### src/rtl/sarc_pkg.sv
// Shared constants for the converter reset and abort control block.
package sarc_pkg;

	// ---------------------------------------------------------------
	// Clock and timing
	// ---------------------------------------------------------------
	localparam int CLK_PERIOD_NS = 40;
	localparam int ABORT_MAX_NS = 50;
	localparam int RESUME_MAX_NS = 20;
	localparam int ACQ_START_NS = 20;
	localparam int ACQ_TIME_NS = 150;
	localparam int CONV_TIME_NS = 650;
	localparam int SAMPLE_MIN_NS = 20;

	function automatic int ns_floor(input int ns);
		ns_floor = (ns / CLK_PERIOD_NS) < 1 ? 1 : ns / CLK_PERIOD_NS;
	endfunction : ns_floor

	function automatic int ns_ceil(input int ns);
		ns_ceil = (ns + CLK_PERIOD_NS - 1) / CLK_PERIOD_NS;
	endfunction : ns_ceil

	localparam int ABORT_CYC = ns_floor(ABORT_MAX_NS);
	localparam int RESUME_CYC = ns_floor(RESUME_MAX_NS);
	localparam int ACQ_START_CYC = ns_floor(ACQ_START_NS);
	localparam int ACQ_CYC = ns_ceil(ACQ_TIME_NS);
	localparam int CONV_CYC = ns_floor(CONV_TIME_NS);

	// ---------------------------------------------------------------
	// Data and counters
	// ---------------------------------------------------------------
	localparam int DATA_W = 16;
	localparam int CNT_W = 5;
	localparam logic [DATA_W-1:0] DATA_RST = 16'h0000;
	localparam logic [CNT_W-1:0] CNT_ZERO = 5'h00;
	localparam int POR_CYC = 4;

	typedef enum logic [3:0] {
		SARC_RESET = 4'h1,
		SARC_ACQ = 4'h2,
		SARC_WAIT = 4'h4,
		SARC_CONV = 4'h8
	} sarc_state_e;

endpackage : sarc_pkg

### src/rtl/sarc_sync.sv
// Two-flop synchroniser with falling-edge detect for the host pins.
module sarc_sync
(
	input wire logic clk_sys,
	input wire logic rst,
	input wire logic pin_in,
	output logic level,
	output logic fall
);
	logic meta_q;
	logic sync_q;
	logic prev_q;

	// Pins idle high, so reset loads ones and no false edge follows release.
	always_ff @(posedge clk_sys)
	begin
		if (rst)
		begin
			meta_q <= 1'b1;
			sync_q <= 1'b1;
			prev_q <= 1'b1;
		end
		else
		begin
			meta_q <= pin_in;
			sync_q <= meta_q;
			prev_q <= sync_q;
		end
	end

	assign level = sync_q;
	assign fall = prev_q & ~sync_q;
endmodule : sarc_sync

### src/rtl/sarc_ctrl.sv
// Reset, abort and acquisition sequencing for the converter core.

// Operation
// [RL1] Reset pin is active low and acts whatever chip select is doing.
// [RL2] Host holds reset low at least 25 ns.
// [RL3] A reset aborts any running conversion within 50 ns; here busy drops on the third clock edge after the pin falls.
// [RL4] Reset clears the output data latch to all zeros.
// [RL5] Normal operation resumes within 20 ns after reset goes high; here in_reset falls on the third clock edge after the pin rises.
// [RL6] First acquisition starts 20 ns after reset release; here sampling rises on the third clock edge after the pin rises.
// [RL7] Later acquisitions start at the later of busy falling and select falling.
// [RL8] Start strobe falling with select low during conversion triggers internal reset.
// [RL9] Select falling during conversion triggers internal reset like the pin.
// [RL10] Strobe-triggered resets clear themselves without host action.
// [RL11] Host meets abort setup time for strobe-triggered aborts.
// [RL12] An internal power-on reset acts without any external pulse.
// [RL13] Host runs three conversions after power-up to clear registers.
// [RL14] Host starts conversion with start strobe low 20 ns while selected.
// [RL15] Busy rises on start, stays high through conversion, falls at end.
// [RL16] Any abort drops busy and never marks the partial result valid.
module sarc_ctrl
(
	input wire logic clk_sys,
	input wire logic rst,
	input wire logic reset_n,
	input wire logic chip_select_n,
	input wire logic conversion_start_n,
	input wire logic [sarc_pkg::DATA_W-1:0] core_result,
	output logic busy,
	output logic sampling,
	output logic in_reset,
	output logic result_valid,
	output logic [sarc_pkg::DATA_W-1:0] result_data
);
	import sarc_pkg::*;

	logic rstn_lvl;
	logic cs_lvl;
	logic cs_fall;
	logic cst_fall;

	sarc_sync u_sync_rst
	(
		.clk_sys(clk_sys),
		.rst(rst),
		.pin_in(reset_n),
		.level(rstn_lvl),
		.fall()
	);

	sarc_sync u_sync_cs
	(
		.clk_sys(clk_sys),
		.rst(rst),
		.pin_in(chip_select_n),
		.level(cs_lvl),
		.fall(cs_fall)
	);

	sarc_sync u_sync_cst
	(
		.clk_sys(clk_sys),
		.rst(rst),
		.pin_in(conversion_start_n),
		.level(),
		.fall(cst_fall)
	);

	// ---------------------------------------------------------------
	// Shared decodes
	// ---------------------------------------------------------------
	// A start strobe only counts while select is already low.
	function automatic logic start_edge(input logic strobe_fall, input logic sel_n);
		start_edge = strobe_fall && !sel_n;
	endfunction : start_edge

	function automatic logic conv_last(input sarc_state_e st, input logic [CNT_W-1:0] cnt);
		conv_last = (st == SARC_CONV) && (cnt == 5'(CONV_CYC - 1));
	endfunction : conv_last

	// ---------------------------------------------------------------
	// Reset sources
	// ---------------------------------------------------------------
	sarc_state_e state_q;
	logic [CNT_W-1:0] cnt_q;
	logic [2:0] por_q;
	logic por_done;
	logic strobe_abort;
	logic pin_reset;
	logic any_reset;
	logic cs_seen_q;
	logic start_take;
	logic conv_done;
	logic reopen;
	logic clear_all;

	// The internal power-on counter holds the sequencer in reset for a few cycles.
	always_ff @(posedge clk_sys)
	begin
		if (rst)
			por_q <= 3'h0; // RL12
		else if (!por_done)
			por_q <= por_q + 3'h1;
	end

	assign por_done = (por_q == 3'(POR_CYC));
	assign pin_reset = ~rstn_lvl; // RL1
	assign strobe_abort = (state_q == SARC_CONV) &&
		(cs_fall || start_edge(cst_fall, cs_lvl)); // RL8 RL9
	assign any_reset = pin_reset || !por_done;
	assign clear_all = any_reset || strobe_abort;
	assign start_take = (state_q == SARC_ACQ) && start_edge(cst_fall, cs_lvl);
	assign conv_done = conv_last(state_q, cnt_q);
	assign reopen = (state_q == SARC_WAIT) && (cs_fall || cs_seen_q || !cs_lvl);

	// ---------------------------------------------------------------
	// Sequencer
	// ---------------------------------------------------------------
	// Strobe aborts pass through the same reset state as the pin, then leave it
	// on their own after the resume delay.
	always_ff @(posedge clk_sys)
	begin
		if (rst)
		begin
			state_q <= SARC_RESET;
			cnt_q <= CNT_ZERO;
			cs_seen_q <= 1'b0;
		end
		else if (clear_all)
		begin
			state_q <= SARC_RESET; // RL3 RL10
			cnt_q <= CNT_ZERO;
			cs_seen_q <= 1'b0;
		end
		else
		begin
			case (state_q)
				SARC_RESET:
				begin
					cnt_q <= cnt_q + 5'h01;
					if (cnt_q == 5'(ACQ_START_CYC - 1))
					begin
						state_q <= SARC_ACQ; // RL5 RL6
						cnt_q <= CNT_ZERO;
					end
				end
				SARC_ACQ:
				begin
					if (cnt_q != 5'(ACQ_CYC))
						cnt_q <= cnt_q + 5'h01;
					if (start_take)
					begin
						state_q <= SARC_CONV; // RL15
						cnt_q <= CNT_ZERO;
					end
				end
				SARC_WAIT:
				begin
					if (cs_fall)
						cs_seen_q <= 1'b1;
					if (reopen)
					begin
						state_q <= SARC_ACQ; // RL7
						cnt_q <= CNT_ZERO;
					end
				end
				SARC_CONV:
				begin
					cnt_q <= cnt_q + 5'h01;
					if (conv_done)
					begin
						state_q <= SARC_WAIT; // RL15
						cnt_q <= CNT_ZERO;
						cs_seen_q <= 1'b0;
					end
				end
				default:
				begin
					state_q <= SARC_RESET;
					cnt_q <= CNT_ZERO;
				end
			endcase
		end
	end

	// ---------------------------------------------------------------
	// Outputs
	// ---------------------------------------------------------------
	always_ff @(posedge clk_sys)
	begin
		if (rst || clear_all)
			busy <= 1'b0; // RL16
		else if (start_take)
			busy <= 1'b1; // RL15
		else if (conv_done)
			busy <= 1'b0; // RL15
	end

	always_ff @(posedge clk_sys)
	begin
		if (rst || clear_all)
			sampling <= 1'b0;
		else if (start_take)
			sampling <= 1'b0;
		else if (state_q == SARC_RESET && cnt_q == 5'(ACQ_START_CYC - 1))
			sampling <= 1'b1; // RL6
		else if (reopen)
			sampling <= 1'b1; // RL7
	end

	always_ff @(posedge clk_sys)
	begin
		if (rst)
			in_reset <= 1'b1;
		else
			in_reset <= clear_all ||
				(state_q == SARC_RESET && cnt_q != 5'(ACQ_START_CYC - 1));
	end

	// The result latch only loads at a completed conversion; aborts leave zeros.
	always_ff @(posedge clk_sys)
	begin
		if (rst || clear_all)
		begin
			result_data <= DATA_RST; // RL4
			result_valid <= 1'b0; // RL16
		end
		else if (conv_done)
		begin
			result_data <= core_result;
			result_valid <= 1'b1;
		end
		else if (start_take)
			result_valid <= 1'b0;
	end
endmodule : sarc_ctrl

### config.mk
export PLATFORM = sky130hd
export DESIGN_NAME = sarc_ctrl
export DESIGN_NICKNAME = d
export VERILOG_FILES = /design/src/rtl/sarc_pkg.sv /design/src/rtl/sarc_sync.sv /design/src/rtl/sarc_ctrl.sv
export SDC_FILE = /design/constraint.sdc
export NUM_CORES = 1
export LEC_CHECK = 0
export ABC_AREA = 1
export BUFFER_PORTS_ARGS = -buffer_cell sky130_fd_sc_hd__buf_2
export CAP_MARGIN = 20
export CORE_ASPECT_RATIO = 1.25
export CORE_UTILIZATION = 30
export DETAILED_ROUTE_END_ITERATION = 8
export PLACE_DENSITY_LB_ADDON = 0.15
export SYNTH_ARGS = -nofsm -noshare
export SYNTH_HDL_FRONTEND = slang
export SYNTH_SLANG_ARGS = --single-unit
### constraint.sdc
create_clock -name clk_sys -period 2.6 [get_ports clk_sys]
set_clock_uncertainty 0.2 [all_clocks]
set_input_delay 0.52 -clock clk_sys [delete_from_list [all_inputs] [get_ports clk_sys]]
set_output_delay 0.52 -clock clk_sys [all_outputs]
set_load 0.02 [all_outputs]
==> out/results.txt <==
number of max-cap violations = 0
CP required = 2.58 ns
site row count = 31
cell area after synthesis = 1790 µm²
DRT iter0 DRCs = 46
die width = 71.2 µm
distinct cell type count after synthesis = 25
slew margin rel. = 62.1%
clock root buffer = clkbuf_8
sequential-to-total area share from yosys stat = 45.7%
CP arrival = 2.01 ns
initial antenna violation count = 0
combinational family with the most area after synthesis = simple AND/OR/NAND/NOR gates
FF+latch count, synth = 41
# nets final = 292
CTS Buf Count = 5
pin count of the biggest net entering global routing = 23
Starting Density = 31.0%
power share of the clock group = 33.1%
Core ar. = 5780 µm²
GP Congestion = 0.829
Final Hold Violating Endpoints = 0
count leader, synth = nand2_1
clk sinks = 41
Final Power = 0.00125 W
Crit Path Class = register to register
Mapped Cells = 224
die area = 6300 µm²
Hold Path Cell Cnt = 2
register area = 821 µm²
Slew Viols, Final = 0
CP Launch Type = register
Post-CTS Repair Setup Buffers = 0
Worst Reg2Reg Path Length in Cells = 11
routed wire length = 3.88 mm
Synth Area in Simple Gates = 27.8%
crit path capture type = register
XOR/XNOR Fraction of Synth Area = 0.488%
Least-Margin Pin Slew = 0.567 ns
register share of total power = 54.6%
die height = 88.5 µm
Tightest Hold Check Type = input port to register
Remaining DRCs = 0
CTS resizes = 0
switch share = 27.4%
cell internal pwr = 0.000905 W
Post-synth ARST share = 0%
synth top area cells = dfxtp_1 46%, nand3_1 9.2%, nand2_1 8.8%
final cycle utilization of the critical path = 78.3%
status = finished, final reports clean
first drt pass iteration count = 4
ANT nets after route = 0
diode count = 0
number of port buffers = 40
DR vias = 1534
Multi-input gate area = 825 µm²
first-pass GRT wire length = 6.74 mm
RSZ-0062 raised after global routing = no
Yosys warning total = 0
Post-Synth Adder-Cell Area = 3.49%
Max IR drop VDD = 233 µV
Layout area overhead = 18.5%
Final setup viols = 0
Max Buffers Root-to-Sink = 2
FMAX = 0.491 GHz
post-synthesis mux area share = 0%
total gr overflow = 0
post-synthesis compound-gate area fraction = 14.2%
IO Pins = 41
fraction of layout instances using a drive strength above 1 = 30.7%
vias per cell = 4.61
Post-Syn Area per Cell = 8.01 µm²
Max H-tree Level = 2
Yosys top cell by area = dfxtp_1
EDFF count, synth = 0
top_reg_cell synth = dfxtp_1
gr usage total = 13.9%
top cells by count, synth = 42 x nand2_1, 41 x dfxtp_1, 33 x nand3_1
Worst-path clk slew = 0.08 ns
HPWL Detailed = 2.79 mm
Final Critical Period = 2.04 ns
Synth Net Count = 250
Power Dens Cells = 586 nW/µm²
setup TNS = 0 ns
# hold bufs at CTS = 0
vias in the first global route = 1505
crit-path max FO = 6
Skew-Pair Late Insertion Delay = 0.30 ns
FILL cells = 623
Logic pwr share = 12.3%
Lkg Pwr = 0.893 nW
net switching power = 0.000341 W
Synth top area share = 45.7%
TritonCTS clock tree = built
WL per Instance = 11.7 µm
==> worst max-delay path, stage by stage (launching register included) <==
cell     delay, ns
dfxtp_1       0.40
ha_1          0.19
nand2_1       0.07
nor2_1        0.10
ha_1          0.29
inv_1         0.10
nand3_1       0.13
nand2_1       0.06
nor2_1        0.18
nor2_1        0.07
nor2_1        0.08
nor2_1        0.04
==> placed cells by master (no fill, tap or decap), types with 2 or more instances in the layout <==
cell / n
nand3_2: 2
dfxtp_1: 41
a21oi_1: 8
buf_4: 2
ha_1: 5
inv_1: 23
or2_2: 6
o21ai_0: 7
nand4_1: 4
nor2_1: 18
nand2_1: 42
inv_2: 3
clkbuf_8: 5
nand3_1: 33
a21oi_2: 17
buf_2: 40
clkinv_2: 2
==> state kept, by name, indices dropped and copies added, names as in the netlist <==
name,count
u_sync_cs.meta_q,1
state_q,4
result_valid,1
u_sync_cst.level,1
por_q,3
busy,1
cs_seen_q,1
result_data,16
in_reset,1
u_sync_cs.prev_q,1
u_sync_rst.level,1
u_sync_cst.meta_q,1
u_sync_cst.prev_q,1
cnt_q,5
u_sync_rst.meta_q,1
sampling,1
u_sync_cs.level,1
==> layer usage <==
layer  part of all wire, %  vias to the layer above  global-route usage, %
li1                      -                      812                      -
met1                    46                      685                   16.4
met2                    48                       27                   23.3
met3                   3.7                       10                   3.53
met4                   2.4                        0                   7.09
met5                     0                        -                      0
==> power groups by stage <==
stage	Sequential (W)	Combinational, W	Clock (W)
final	0.000680	0.000153	0.000413
after global routing	0.000687	0.000178	0.000457
after CTS	0.000681	0.000155	0.000429
after detailed placement	0.000695	0.000154	0
after global placement	0.000695	0.000152	0
after floorplan	0.000698	0.000110	0
==> layout make-up <==
class                           count  area share, %
Multi-Input combinational cell    150           38.8
Sequential cell                    41           38.6
Timing Repair Buffer               42           10.1
Inverter                           26           4.59
Tap cell                           66           3.88
Clock buffer                        5           3.24
Clock inverter                      3          0.824
==> metrics by stage <==
step | cells | util (%) | hold slack (ns) | area, µm² | setup slack (ns)
after floorplan | 224 | - | 0.189 | 1790 | 0.762
after global placement | 325 | 35.3 | 0.191 | 2040 | 0.633
after detailed placement | 325 | 35.3 | 0.192 | 2040 | 0.568
after CTS | 333 | 36.8 | 0.195 | 2130 | 0.552
after global routing | 333 | 36.8 | 0.195 | 2130 | 0.287
final | 333 | 36.8 | 0.202 | 2130 | 0.564
==> worst paths after layout <==
check	from	endpoint	slack, ns
setup / recovery	cnt_q[0]	cnt_q[3]	0.56
hold / removal	chip_select_n	u_sync_cs.meta_q	0.20
setup reg to reg	cnt_q[0]	cnt_q[3]	0.56
hold reg to reg	u_sync_cs.meta_q	u_sync_cs.level	0.21
==> cells by family (layout without fill, tap and decap cells) <==
family | Yosys count | after routing
AO/OA/AOI/OAI | 35 | 35
flip-flops | 41 | 41
AND/OR/NAND/NOR | 109 | 109
buffers and inverters | 33 | 76
adder cells (fa/ha/maj) | 5 | 5
XOR/XNOR | 1 | 1
(Power assumes the default switching activity.)
